`src/hw/fmd_pkg.sv`:
```
// Purpose: Shared constants for the freefall/motion detection unit
// Assumes: 50 MHz ref_clk, byte-wide register port from the serial host slave
// Notes:   Offsets, field positions, reset values and cycle counts live here
package fmd_pkg;
   ////////////////////////////////////////////////////////////////////////////
   localparam logic [7:0] ADDR_CFG      = 8'h15;
   localparam logic [7:0] ADDR_SRC      = 8'h16;
   localparam logic [7:0] ADDR_THS      = 8'h17;
   localparam logic [7:0] ADDR_CNT      = 8'h18;
   localparam logic [7:0] RST_CFG       = 8'h00;
   localparam logic [7:0] RST_THS       = 8'h00;
   localparam logic [7:0] RST_CNT       = 8'h00;
   localparam logic [5:0] RST_FLAGS     = 6'h00;
   localparam int         CFG_LATCH_BIT = 7;
   localparam int         CFG_OR_BIT    = 6;
   localparam int         CFG_Z_BIT     = 5;
   localparam int         CFG_Y_BIT     = 4;
   localparam int         CFG_X_BIT     = 3;
   localparam logic [7:0] CFG_WR_MASK   = 8'hF8;
   localparam int         THS_DBM_BIT   = 7;
   localparam int         MAG_SHIFT     = 6;
   localparam logic [6:0] LOW_NOISE_CAP = 7'h3F;
   ////////////////////////////////////////////////////////////////////////////
   // Debounce time step is a multiple of the 1.25 ms base step
   localparam int CLK_PERIOD_NS = 20;
   localparam int STEP_BASE_NS  = 1250000;
   localparam int STEP_BASE_CYC = (STEP_BASE_NS + CLK_PERIOD_NS - 1) / CLK_PERIOD_NS;
   localparam logic [2:0] RATE_800 = 3'h0;
   localparam logic [2:0] RATE_400 = 3'h1;
   localparam logic [2:0] RATE_200 = 3'h2;
   localparam logic [2:0] RATE_100 = 3'h3;
   localparam logic [2:0] RATE_50  = 3'h4;
   localparam logic [2:0] RATE_12  = 3'h5;
   localparam logic [1:0] OSM_NORMAL = 2'h0;
   localparam logic [1:0] OSM_LOW_POWER_LOW_NOISE_MODE   = 2'h1;
   localparam logic [1:0] OSM_HIRES  = 2'h2;
   localparam logic [1:0] OSM_LP     = 2'h3;
   localparam logic [7:0] MULT_1  = 8'h01;
   localparam logic [7:0] MULT_2  = 8'h02;
   localparam logic [7:0] MULT_4  = 8'h04;
   localparam logic [7:0] MULT_8  = 8'h08;
   localparam logic [7:0] MULT_16 = 8'h10;
   localparam logic [7:0] MULT_64 = 8'h40;
   localparam logic [7:0] MULT_128 = 8'h80;
endpackage

```
`src/hw/fmd_debounce.sv`:
```
// Purpose: Debounce counter for the detection condition
// Assumes: tick marks one debounce time step, cond is stable between ticks
// Notes:   Counter never passes limit; hit and drop are combinational
`timescale 1ns/100ps
`default_nettype none
module fmd_debounce
(
   input  wire logic       ref_clk,
   input  wire logic       rst_b,
   input  wire logic       tick,
   input  wire logic       cond,
   input  wire logic       clear_mode,
   input  wire logic       clear_now,
   input  wire logic [7:0] limit,
   output logic      [7:0] cnt_ff,
   output logic            hit,
   output logic            drop
);
   logic [7:0] nxt_cnt;
   logic [7:0] step_cnt;
   ////////////////////////////////////////////////////////////////////////////
   always_comb
   begin
      step_cnt = cnt_ff;
      if (cond)
      begin
         // Clamp also covers a limit lowered below the running count
         step_cnt = (cnt_ff >= limit) ? limit : cnt_ff + 8'h01;
      end
      else if (clear_mode)
      begin
         step_cnt = 8'h00;
      end
      else if (cnt_ff != 8'h00)
      begin
         step_cnt = cnt_ff - 8'h01;
      end
      nxt_cnt = cnt_ff;
      if (clear_now)
      begin
         nxt_cnt = 8'h00;
      end
      else if (tick)
      begin
         nxt_cnt = step_cnt;
      end
   end

   // Not gated by clear_now: the parent drops its clear on a hit, so set wins
   assign hit  = tick && cond && (step_cnt == limit);
   assign drop = tick && !cond && (step_cnt == 8'h00);

   always_ff @(posedge ref_clk or negedge rst_b)
   begin
      if (!rst_b)
      begin
         cnt_ff <= 8'h00;
      end
      else
      begin
         cnt_ff <= nxt_cnt;
      end
   end
endmodule // fmd_debounce
`default_nettype wire

```
`src/hw/fmd_detector.sv`:
```
// Purpose: Freefall/motion detection with its four byte registers
// Assumes: Register port and sample data come from logic on ref_clk
// Notes:   Accel inputs are signed, 8 g full scale, 1 LSB = 1/1024 g
//
// Overview of operation
// - Config bit 7 latches flags; source read clears active flag and all bits.
// - Config bit 6 picks freefall (AND) at 0 or motion (OR) at 1.
// - Config bits 5,4,3 enable Z, Y, X axes; cleared axis is excluded.
// - Latched: flags freeze once active flag sets, until source is read.
// - Unlatched: source flags follow the live detection state.
// - Freefall low holds when all enabled magnitudes are at or below threshold.
// - Motion holds when any enabled magnitude is strictly above threshold.
// - Source: active bit 7, bit 6 zero, Z/Y/X event and polarity pairs.
// - Polarity reads 0 for positive, 1 for negative acceleration.
// - Disabled axis reads zero event and polarity.
// - Active flag sets on the selected combination and feeds interrupt outputs.
// - Threshold register: debounce mode bit 7, 7-bit threshold, reset zero.
// - Threshold counts 0.063 g each, up to 8 g at any range.
// - Low-noise setting caps the reachable threshold at 4 g.
// - Debounce mode 1 clears the counter on a non-matching sample.
// - Debounce mode 0 decrements on non-matching samples, stopping at zero.
// - Counter increments on matching samples; count register resets to zero.
// - Event sets when counter reaches count value; counter never exceeds it.
// - Time step follows output rate; high resolution fixed 2.5 ms from 200 Hz.
// - Below 50 Hz: normal 20 ms, low-noise 80 ms, low-power 80/160 ms.
// - Motion, unlatched: source read clears nothing, counter untouched.
// - Latched: source read clears active flag and counter; full delay again.
// - While active flag is clear, flags show undebounced high-g per axis.
// - All three axis enables cleared disables detection.
`timescale 1ns/100ps
`default_nettype none
module fmd_detector
#(
   parameter int STEP_CYC = fmd_pkg::STEP_BASE_CYC
)
(
   input  wire logic        ref_clk,
   input  wire logic        rst_b,
   input  wire logic [7:0]  reg_addr,
   input  wire logic        reg_wr,
   input  wire logic        reg_rd,
   input  wire logic [7:0]  reg_wdata,
   output logic      [7:0]  reg_rdata_ff,
   input  wire logic        sample_valid,
   input  wire logic [13:0] accel_x,
   input  wire logic [13:0] accel_y,
   input  wire logic [13:0] accel_z,
   input  wire logic [2:0]  output_sample_rate,
   input  wire logic [1:0]  oversample_mode,
   input  wire logic        low_noise_mode,
   input  wire logic        detect_interrupt_enable,
   input  wire logic        detect_interrupt_routing,
   output logic             event_active_flag_ff,
   output logic             irq_line1_ff,
   output logic             irq_line2_ff
);
   ////////////////////////////////////////////////////////////////////////////
   // Magnitude in threshold counts: 64 LSB of 1/1024 g is about 0.063 g
   function automatic logic [7:0] axis_mag(input logic [13:0] a);
      logic [13:0] m;
      m = a[13] ? (~a + 14'h0001) : a;
      return m[13:fmd_pkg::MAG_SHIFT];
   endfunction

   function automatic logic [7:0] step_mult(input logic [2:0] rate, input logic [1:0] osm);
      logic [7:0] r;
      r = fmd_pkg::MULT_16;
      case (rate)
         fmd_pkg::RATE_800: r = fmd_pkg::MULT_1;
         fmd_pkg::RATE_400: r = fmd_pkg::MULT_2;
         fmd_pkg::RATE_200: r = (osm == fmd_pkg::OSM_HIRES) ? fmd_pkg::MULT_2 : fmd_pkg::MULT_4;
         fmd_pkg::RATE_100: r = (osm == fmd_pkg::OSM_HIRES) ? fmd_pkg::MULT_2 : fmd_pkg::MULT_8;
         fmd_pkg::RATE_50:  r = (osm == fmd_pkg::OSM_HIRES) ? fmd_pkg::MULT_2 : fmd_pkg::MULT_16;
         default:
         begin
            case (osm)
               fmd_pkg::OSM_LOW_POWER_LOW_NOISE_MODE:  r = fmd_pkg::MULT_64;
               fmd_pkg::OSM_HIRES: r = fmd_pkg::MULT_2;
               fmd_pkg::OSM_LP:    r = (rate == fmd_pkg::RATE_12) ? fmd_pkg::MULT_64 : fmd_pkg::MULT_128;
               default:            r = fmd_pkg::MULT_16;
            endcase
         end
      endcase
      return r;
   endfunction
   ////////////////////////////////////////////////////////////////////////////
   logic [7:0]  cfg_ff;
   logic [7:0]  ths_ff;
   logic [7:0]  count_ff;
   logic [5:0]  flags_ff;
   logic        cond_ff;
   logic [16:0] base_ff;
   logic [7:0]  mult_ff;
   logic [7:0]  dbc_cnt;
   logic        dbc_hit;
   logic        dbc_drop;

   wire         latch_en   = cfg_ff[fmd_pkg::CFG_LATCH_BIT];
   wire         or_sel     = cfg_ff[fmd_pkg::CFG_OR_BIT];
   wire  [2:0]  axis_en    = {cfg_ff[fmd_pkg::CFG_Z_BIT], cfg_ff[fmd_pkg::CFG_Y_BIT],
                              cfg_ff[fmd_pkg::CFG_X_BIT]};
   wire         dbc_mode   = ths_ff[fmd_pkg::THS_DBM_BIT];
   wire  [6:0]  trip_level = ths_ff[6:0];
   // Low-noise front end saturates near 4 g, so higher thresholds cannot trip
   wire  [6:0]  eff_level  = (low_noise_mode && trip_level > fmd_pkg::LOW_NOISE_CAP)
                             ? fmd_pkg::LOW_NOISE_CAP : trip_level;
   wire  [7:0]  level8     = {1'b0, eff_level};
   wire  [2:0]  axis_high  = {axis_mag(accel_z) > level8, axis_mag(accel_y) > level8,
                              axis_mag(accel_x) > level8};
   wire  [2:0]  axis_neg   = {accel_z[13], accel_y[13], accel_x[13]};
   wire  [2:0]  hit_en     = axis_high & axis_en;
   wire  [2:0]  low_ok     = ~axis_high | ~axis_en;
   wire         any_en     = |axis_en;
   wire         ff_cond    = any_en && (&low_ok);
   wire         mt_cond    = |hit_en;
   wire         nxt_cond   = or_sel ? mt_cond : ff_cond;
   wire  [5:0]  live_flags = {hit_en[2], hit_en[2] & axis_neg[2],
                              hit_en[1], hit_en[1] & axis_neg[1],
                              hit_en[0], hit_en[0] & axis_neg[0]};
   wire  [5:0]  flag_mask  = {{2{axis_en[2]}}, {2{axis_en[1]}}, {2{axis_en[0]}}};
   wire         src_read   = reg_rd && (reg_addr == fmd_pkg::ADDR_SRC);
   wire         latch_clr  = latch_en && src_read && !dbc_hit;
   wire         base_done  = base_ff == 17'(STEP_CYC - 1);
   wire         tick       = base_done && (mult_ff == 8'h01);
   ////////////////////////////////////////////////////////////////////////////
   logic        nxt_ea;
   logic [5:0]  nxt_flags;
   logic [7:0]  nxt_rdata;

   always_comb
   begin
      nxt_ea = event_active_flag_ff;
      if (dbc_hit)
      begin
         nxt_ea = 1'b1;
      end
      else if (latch_en)
      begin
         nxt_ea = src_read ? 1'b0 : event_active_flag_ff;
      end
      else if (dbc_drop)
      begin
         nxt_ea = 1'b0;
      end
   end

   always_comb
   begin
      nxt_flags = live_flags;
      if (latch_clr)
      begin
         nxt_flags = fmd_pkg::RST_FLAGS;
      end
      else if (latch_en && event_active_flag_ff)
      begin
         nxt_flags = flags_ff;
      end
   end

   always_comb
   begin
      case (reg_addr)
         fmd_pkg::ADDR_CFG: nxt_rdata = cfg_ff;
         fmd_pkg::ADDR_SRC: nxt_rdata = {event_active_flag_ff, 1'b0, flags_ff & flag_mask};
         fmd_pkg::ADDR_THS: nxt_rdata = ths_ff;
         fmd_pkg::ADDR_CNT: nxt_rdata = count_ff;
         default:           nxt_rdata = 8'h00;
      endcase
   end
   ////////////////////////////////////////////////////////////////////////////
   always_ff @(posedge ref_clk or negedge rst_b)
   begin
      if (!rst_b)
      begin
         cfg_ff   <= fmd_pkg::RST_CFG;
         ths_ff   <= fmd_pkg::RST_THS;
         count_ff <= fmd_pkg::RST_CNT;
      end
      else if (reg_wr)
      begin
         if (reg_addr == fmd_pkg::ADDR_CFG)
         begin
            cfg_ff <= reg_wdata & fmd_pkg::CFG_WR_MASK;
         end
         if (reg_addr == fmd_pkg::ADDR_THS)
         begin
            ths_ff <= reg_wdata;
         end
         if (reg_addr == fmd_pkg::ADDR_CNT)
         begin
            count_ff <= reg_wdata;
         end
      end
   end

   always_ff @(posedge ref_clk or negedge rst_b)
   begin
      if (!rst_b)
      begin
         reg_rdata_ff <= 8'h00;
         event_active_flag_ff <= 1'b0;
         flags_ff     <= fmd_pkg::RST_FLAGS;
         cond_ff      <= 1'b0;
         irq_line1_ff <= 1'b0;
         irq_line2_ff <= 1'b0;
      end
      else
      begin
         if (reg_rd)
         begin
            reg_rdata_ff <= nxt_rdata;
         end
         event_active_flag_ff <= nxt_ea;
         if (sample_valid || latch_clr)
         begin
            flags_ff <= nxt_flags;
         end
         if (sample_valid)
         begin
            cond_ff <= nxt_cond;
         end
         irq_line1_ff <= event_active_flag_ff && detect_interrupt_enable && detect_interrupt_routing;
         irq_line2_ff <= event_active_flag_ff && detect_interrupt_enable && !detect_interrupt_routing;
      end
   end

   // Step timer: base 1.25 ms, repeated by the rate-dependent multiplier
   always_ff @(posedge ref_clk or negedge rst_b)
   begin
      if (!rst_b)
      begin
         base_ff <= 17'h00000;
         mult_ff <= 8'h01;
      end
      else if (base_done)
      begin
         base_ff <= 17'h00000;
         mult_ff <= (mult_ff <= 8'h01) ? step_mult(output_sample_rate, oversample_mode)
                                       : mult_ff - 8'h01;
      end
      else
      begin
         base_ff <= base_ff + 17'h00001;
      end
   end
   ////////////////////////////////////////////////////////////////////////////
   fmd_debounce u_debounce
   (
      .ref_clk    (ref_clk),
      .rst_b      (rst_b),
      .tick       (tick),
      .cond       (cond_ff),
      .clear_mode (dbc_mode),
      .clear_now  (latch_clr),
      .limit      (count_ff),
      .cnt_ff     (dbc_cnt),
      .hit        (dbc_hit),
      .drop       (dbc_drop)
   );
endmodule // fmd_detector
`default_nettype wire

```
`config.mk`:
```
export PLATFORM = sky130hd
export DESIGN_NAME = fmd_detector
export DESIGN_NICKNAME = d
export VERILOG_FILES = /design/src/hw/fmd_pkg.sv /design/src/hw/fmd_debounce.sv /design/src/hw/fmd_detector.sv
export SDC_FILE = /design/constraint.sdc
export NUM_CORES = 1
export LEC_CHECK = 0
export BUFFER_PORTS_ARGS = -buffer_cell sky130_fd_sc_hd__buf_2
export CORE_UTILIZATION = 58
export DETAILED_ROUTE_END_ITERATION = 8
export MAX_ROUTING_LAYER = met4
export PLACE_DENSITY = 0.87
export SYNTH_ARGS = -nofsm -noshare
export SYNTH_HDL_FRONTEND = slang
export SYNTH_SLANG_ARGS = --single-unit
```
`constraint.sdc`:
```
create_clock -name ref_clk -period 3.43 [get_ports ref_clk]
set_input_delay 0.1715 -clock ref_clk [delete_from_list [all_inputs] [get_ports ref_clk]]
set_output_delay 0.1715 -clock ref_clk [all_outputs]
set_load 0.05 [all_outputs]
```
==> summary.txt, run 1 <==
Synthesis
  – Main flop type after synthesis: dfrtp_1
  – YS warnings: 0
  – Syn_area_per_cell: 8.79 um2
  – XOR/XNOR share of the synthesized area: 8.17%
  – Synth area leader: dfrtp_1
  – Synth Instances: 631
  – Post-Synth Simple-Gate Area: around a fifth
  – Synthesized flop and latch total: 72
  – Adder-cell share of the synthesized area: 5.87%
  – Sequential share of the synthesized area: 32.5%
  – Post-synth ARST share: between 90% and 100%
  – Synth area leaders: dfrtp_1 32%, ha_1 5.9%, xnor2_1 5.8%, mux2_2 4.7%, nor2_1 3.6%
  – Net Count, Synth: between 700 and 800
  – Number of synthesized flops with an enable pin: 0
  – Combinational family with the most area after synthesis: compound AO/OA/AOI/OAI gates
  – Top-count cell post-synth: dfrtp_1
  – Synthesized area: around 0.0055 mm2
  – Share of the synthesized area in compound gates (AO/OA/AOI/OAI): 23.5%
  – Synth cell count leaders: 71 x dfrtp_1, 53 x nor2_1, 46 x nand2_1
  – Yosys top cell area share: 32.0%
  – Post-synthesis mux area share: under 10%
  – Yosys cell types: 72

Placed design
  – DP Area: ~0.0061 mm2
  – I/O Buffers: 81
  – Post-Place Cells: 832
  – RD Place Congestion: 0.966
  – DP HPWL: 11,400 um
  – Pre-CTS setup slack: 0.0350 ns

Power
  – LEAKAGE: 0.00279 uW
  – Cell Pwr Density: ~310 mW/mm2
  – Worst vdd ir: slightly above 200 uV
  – Final Power: 1960 uW

Critical path
  – CP max stage cell: nor2b_4
  – FF-to-FF setup slack: 0.33 ns
  – Critical register-to-register path startpoint: u_debounce.cnt_ff[0]
  – CP top delay family: compound AO/OA/AOI/OAI gates
  – Reg2reg path depth: 10
  – CP Launch Type: flop
  – Critical path buffers and inverters: 1
  – Crit. End Element: flop
  – Kind of critical path: reg2reg
  – WP data required: 3.64 ns
  – R2R Path End: flags_ff[5]
  – Worst-path cell chain: inv_1 -> ha_1 -> nand2b_1 -> a21o_1 -> a211oi_1 -> o21ai_1 -> o311a_1 -> o2111ai_1 -> nor2b_4 -> a21oi_1
  – Crit-path max FO: 14
  – Worst Path Arrival: 3.32 ns
  – Worst path max stage delay: 0.46 ns

Detailed routing
  – Initial DRT Pass Iterations: 5
  – Drc violations: 0
  – Vias per cell: 6.45
  – Via count: around 5,500
  – Initial DRC Count: 561
  – Detailed Route WL: approximately 15,000 um
  – DR WL/cell: 17.6 um
  – Routed Antenna Nets: 0

Global routing
  – Largest net degree at the start of global routing: 48
  – GRT Total Usage: about a third
  – Global-route wire length before repair: around 24,000 um
  – Vias in the first global route: 5,234
  – Total grt overflow: 0
  – Initial antenna violation count: 0

Timing
  – RSZ-0062 raised after global routing: no
  – Minimum clock period: 3.10 ns
  – Hold slack: -0.00607 ns
  – Max Freq: 323 MHz
  – Measured slew at the worst slew-check pin: between 1 and 1.5 ns
  – Setup Total Neg Slack: 0 ns
  – Crit share post-route: 90.4%
  – Max-slew violation count: 0
  – Final setup viols: 0
  – Slew margin rel.: 30.8%
  – Final hold violation count: 8
  – Worst Clk Skew: 0.0106 ns
  – Setup ws final: about 0.33 ns

Clock network
  – Clk_lat worst skew: 0.36 ns
  – Post-CTS Setup Inserts: 0
  – Root Driver: clkbuf_8
  – CTS tree: yes
  – Clock transition at path regs: about 0.080 ns
  – CTS Buf Count: 9
  – Max Root-Sink Buffers: 2
  – Clock sink count: 72
  – # resized after CTS: 0
  – CTS Hold Bufs: 1
  – H-tree depth: 3

Floorplanning
  – Row cnt: 35
  – Initial core utilization: 60.0%
  – Die height: about 100 um
  – Die W: 99.8 um
  – Die ar.: 0.00996 mm2
  – Core area: 0.00924 mm2
  – IO Count: 82

Flow run
  – MaxCap Viol Count: 0

Cells and area
  – Sequential cell area: 0.00180 mm2
  – Share of cells above drive strength 1: a little over a fifth
  – Final #Nets: 812
  – Multi-input gate area: 0.00351 mm2
  – Synth-to-Final Area Change: 14.2%
  – Antenna diode count: 0
  – Fillers: 730
  – Final Instance Area: 0.00634 mm2
  – Final Instance Count excl. Fillers: 849

Hold path
  – Hold Crit Class: in2async

Status
  – Violated checks: negative hold slack
  – Outcome: finished with violations
cell type report:
class / count / area share [%]
multi-input cells: 501 / 55.5
well taps: 129 / 2.55
clock inverters: 3 / 0.632
flip-flops and latches: 72 / 28.5
repair buffers: 98 / 8.45
clock buffers: 13 / 2.51
inverters: 33 / 1.95
sequential cells by signal, indices dropped and copies added, names as in the netlist:
name                  flops
irq_line2_ff              1
ths_ff                    8
irq_line1_ff              1
u_debounce.cnt_ff         8
cond_ff                   1
flags_ff                  6
base_ff                  17
cfg_ff                    5
event_active_flag_ff      1
count_ff                  8
reg_rdata_ff              8
mult_ff                   8
placed cells by master, fill, tap and decap left out, types with 6 or more instances in the layout:
cell type	count
o21ai_0	35
a21o_1	16
nor4_1	8
o211ai_1	8
nor3_1	16
and3_1	7
nand3_1	26
xnor2_1	37
buf_2	81
ha_1	26
a211oi_1	9
nor2_1	53
o22ai_1	10
nand2_1	46
o31ai_1	6
nand4_1	10
xor2_1	11
buf_4	16
a31oi_1	10
clkbuf_8	11
a21oi_1	37
inv_1	33
dfrtp_1	71
mux2_2	23
cells by family (layout without fill, tap and decap cells):
logic type / Yosys count / after routing
xor gates and xnor gates: 50 / 50
and+or+nand+nor: 212 / 212
AOI/OAI and AO/OA: 185 / 185
buffers and inverters: 58 / 147
muxes: 28 / 28
DFF: 72 / 72
adders and majority gates: 26 / 26
worst max path at each step:
stage / from / to / slack [ns] / cells past startpoint
CTS: u_debounce.cnt_ff[0] / u_debounce.cnt_ff[7] / 0.39 / 10
detailed placement: accel_y[5] / cond_ff / 0.03 / 13
global placement: accel_y[5] / cond_ff / 0.22 / 13
floorplan: accel_x[5] / cond_ff / 0.18 / 12
finish: u_debounce.cnt_ff[0] / flags_ff[5] / 0.33 / 10
global route: accel_x[5] / cond_ff / 0.18 / 13
routing by layer:
layer  GRT usage (%)  part of all wire, %  vias up
met5               -                    0        -
met4            12.2                  2.8        0
met3            6.96                  9.6       56
met2            51.2                   48      312
met1            39.6                   40     2568
li1                -                    -     2542
where the power goes:
group | switching [uW] | internal [uW]
sequential | 20.5 | 866
combinational | 232 | 163
clock | 309 | 374
stage by stage:
step                hold WS, ns  util, %
floorplan                -0.124        -
global placement          0.335     66.3
detailed placement        0.340     66.3
CTS                      0.0195     68.6
global route             0.0561     68.6
finish                 -0.00607     68.6
worst register-to-register path, delay by kind of cell, from the launching register on:
kind	cells	cell delay, ns
adder cells (fa/ha/maj)	1	0.25
flip-flops	1	0.38
AO/OA/AOI/OAI	6	1.55
AND/OR/NAND/NOR	2	0.62
buffers and inverters	1	0.15
Power figures use the tool's default switching activity.
==> run 2, diff against run 1 <==
CELL_PAD_IN_SITES_DETAIL_PLACEMENT = 0   (was default)
CELL_PAD_IN_SITES_GLOBAL_PLACEMENT = 1   (was default)
CORE_UTILIZATION = 44   (was 58)
==> run 2 against run 1 <==
  * The run now ends clean
  * Wire length decreased by 2.9%
  * Register-to-register slack better by 0.02 ns
  * Fmax rose by 0.55%
  * Count of clock-buffer cells in the layout decreased by 2
  * Global-route usage down 8.3 points
  * Flip-flop and latch count unchanged
  * Final area grew 2.2%
  * Die area increased by 31%
  * Core utilization shrank 15 points
  * Highest routed layer unchanged
==> summary.txt, run 2 (synthesis results as in run 1) <==
Global routing
  – GRT Total Usage: 23.6% (-8.3 points)
  – Global-route wire length before repair: 23,700 um (-2.5%)
  – Total grt overflow: 0 (unchanged)
  – Vias in the first global route: 5,003 (-4.4%)
  – Initial antenna violation count: 2 (+2)
  – Largest net degree at the start of global routing: 46 (-4.2%)

Detailed routing
  – DR WL/cell: 16.3 um (-7.2%)
  – Drc violations: 0 (unchanged)
  – Via count: 5,227 (-4.6%)
  – Vias per cell: 5.89 (-8.8%)
  – Detailed Route WL: 14,500 um (-2.9%)
  – Initial DRC Count: 445 (-21%)
  – Initial DRT Pass Iterations: 6 (+1)
  – Routed Antenna Nets: 0 (unchanged)

Hold path
  – Hold Crit Class: in2reg

Power
  – LEAKAGE: 0.00282 uW (+0.98%)
  – Worst vdd ir: 309 uV (+52%)
  – Cell Pwr Density: 338 mW/mm2 (+9.0%)

Critical path
  – CP Launch Type: flop
  – Crit path capture: u_debounce.cnt_ff[3]
  – Critical register-to-register path startpoint: u_debounce.cnt_ff[1]
  – Critical path startpoint: u_debounce.cnt_ff[1]
  – WP data required: 3.65 ns (about the same)
  – Kind of critical path: reg2reg
  – Reg2reg path depth: 11 (+1)
  – FF-to-FF setup slack: 0.35 ns (+0.02 ns)
  – Crit. End Element: flop
  – Crit-path max FO: 9 (-5)
  – R2R Path End: u_debounce.cnt_ff[3]
  – Worst Path Arrival: 3.30 ns (-0.02 ns)

Floorplanning
  – IO Count: 82 (unchanged)
  – Row cnt: 40 (+14%)
  – Die W: 114 um (+15%)
  – Die height: 114 um (+15%)
  – Initial core utilization: 45.6% (-14 points)
  – Die ar.: 0.0131 mm2 (+31%)
  – Core area: 0.0122 mm2 (+32%)

Cells and area
  – Share of cells above drive strength 1: 21.2% (-0.22 points)
  – Synth-to-Final Area Change: 16.7%
  – Largest Register: base_ff
  – Final #Nets: 810 (-0.25%)
  – Max reg flops: 17 (unchanged)
  – Final Instance Area: 0.00647 mm2 (+2.2%)
  – Commonest cells after routing, fill and taps aside: 81 x buf_2, 71 x dfrtp_1, 53 x nor2_1, 46 x nand2_1
  – Commonest non-fill, non-tap cell in the layout: buf_2

Placed design
  – I/O Buffers: 81 (unchanged)
  – RD Place Congestion: 0.917 (-5.1%)
  – DP HPWL: 11,100 um (-2.7%)
  – DP Area: 0.00616 mm2 (+0.53%)

Clock network
  – Root Driver: clkbuf_16
  – Post-CTS Setup Inserts: 0 (unchanged)
  – Clock sink count: 72 (unchanged)
  – H-tree depth: 3 (unchanged)
  – Clock transition at path regs: 0.05 ns (-0.03 ns)
  – Max Root-Sink Buffers: 2 (unchanged)
  – Clk_lat worst skew: 0.33 ns (-0.03 ns)
  – CTS tree: yes
  – CTS Buf Count: 9 (unchanged)

Status
  – Outcome: completed

Timing
  – Crit share post-route: 89.9% (-0.50 points)
  – Worst Clk Skew: 0.00534 ns (-0.00526 ns)
  – Measured slew at the worst slew-check pin: 1.15 ns (+0.115 ns)
  – Max Freq: 324 MHz (+0.55%)
  – Setup Total Neg Slack: 0 ns (unchanged)
  – Final hold violation count: 0 (-8)
  – RSZ-0062 raised after global routing: no
  – Final setup viols: 0 (unchanged)
  – Slew margin rel.: 23.1% (-7.7 points)
  – Minimum clock period: 3.08 ns (-0.0171 ns)
  – Max-slew violation count: 0 (unchanged)

Flow run
  – MaxCap Viol Count: 0 (unchanged)
[run 2: timing repair]
action	in CTS	in global routing
hold endpoints to repair	27	0
hold buffers	2	0
resized for setup	0	0
[run 2: power breakdown]
group          switching (uW)  internal [uW]  leakage (uW)
logic                     223            160       0.00178
registers                22.0            867      0.000907
clock network             351            563      0.000140
total                     596           1590       0.00282
[run 2: layout make-up]
cell class,instances,area (um2)
inverters,33,124
repair buffers,96,523
clock buffers,11,233
diodes,2,5.00
fillers,1094,5690
multi-input cells,501,3520
flip-flops and latches,72,1800
clock inverters,5,56.3
well taps,168,210
[run 2: layer usage]
layer | up-vias | track usage [%] | share of wire (%)
li1 | 2546 | - | -
met1 | 2508 | 31.1 | 46
met2 | 157 | 36.8 | 47
met3 | 16 | 4.82 | 5.6
met4 | 0 | 6.93 | 1.2
met5 | - | - | 0
[run 2: how the worst min path moves through the flow]
| stage | startpoint | end | slack, ns | cells past startpoint |
|---|---|---|---|---|
| 2_1_floorplan | rst_b | base_ff[0] | -0.12 | 0 |
| 5_1_grt | detect_interrupt_enable | irq_line2_ff | 0.08 | 3 |
| 3_3_place_gp | rst_b | u_debounce.cnt_ff[5] | 0.22 | 1 |
| 6_report | detect_interrupt_enable | irq_line2_ff | 0.07 | 3 |
| 4_1_cts | detect_interrupt_enable | irq_line2_ff | 0.06 | 3 |
| 3_5_place_dp | rst_b | u_debounce.cnt_ff[5] | 0.24 | 1 |
[run 2: per-stage QoR]
step | total power, uW | utilization, % | hold WS [ns] | std cells | setup slack, ns
2_1_floorplan | 1140 | - | -0.124 | 631 | 0.177
5_1_grt | 2290 | 53.2 | 0.0781 | 888 | 0.146
3_3_place_gp | 1270 | 50.6 | 0.220 | 868 | 0.263
3_5_place_dp | 1280 | 50.6 | 0.239 | 868 | 0.186
4_1_cts | 2200 | 53.2 | 0.0589 | 886 | 0.388
6_report | 2190 | 53.2 | 0.0692 | 888 | 0.346
[run 2: worst max-delay path, cell delays in order (launching register included)]
cell and delay [ns]:
dfrtp_1 0.49, inv_1 0.15, ha_1 0.19, nor4b_2 0.47, nor4bb_1 0.13, o21ai_1 0.28, or3b_2 0.47, a41o_1 0.23
o2111ai_1 0.11, nor2b_4 0.20, buf_4 0.18, nor3_1 0.07
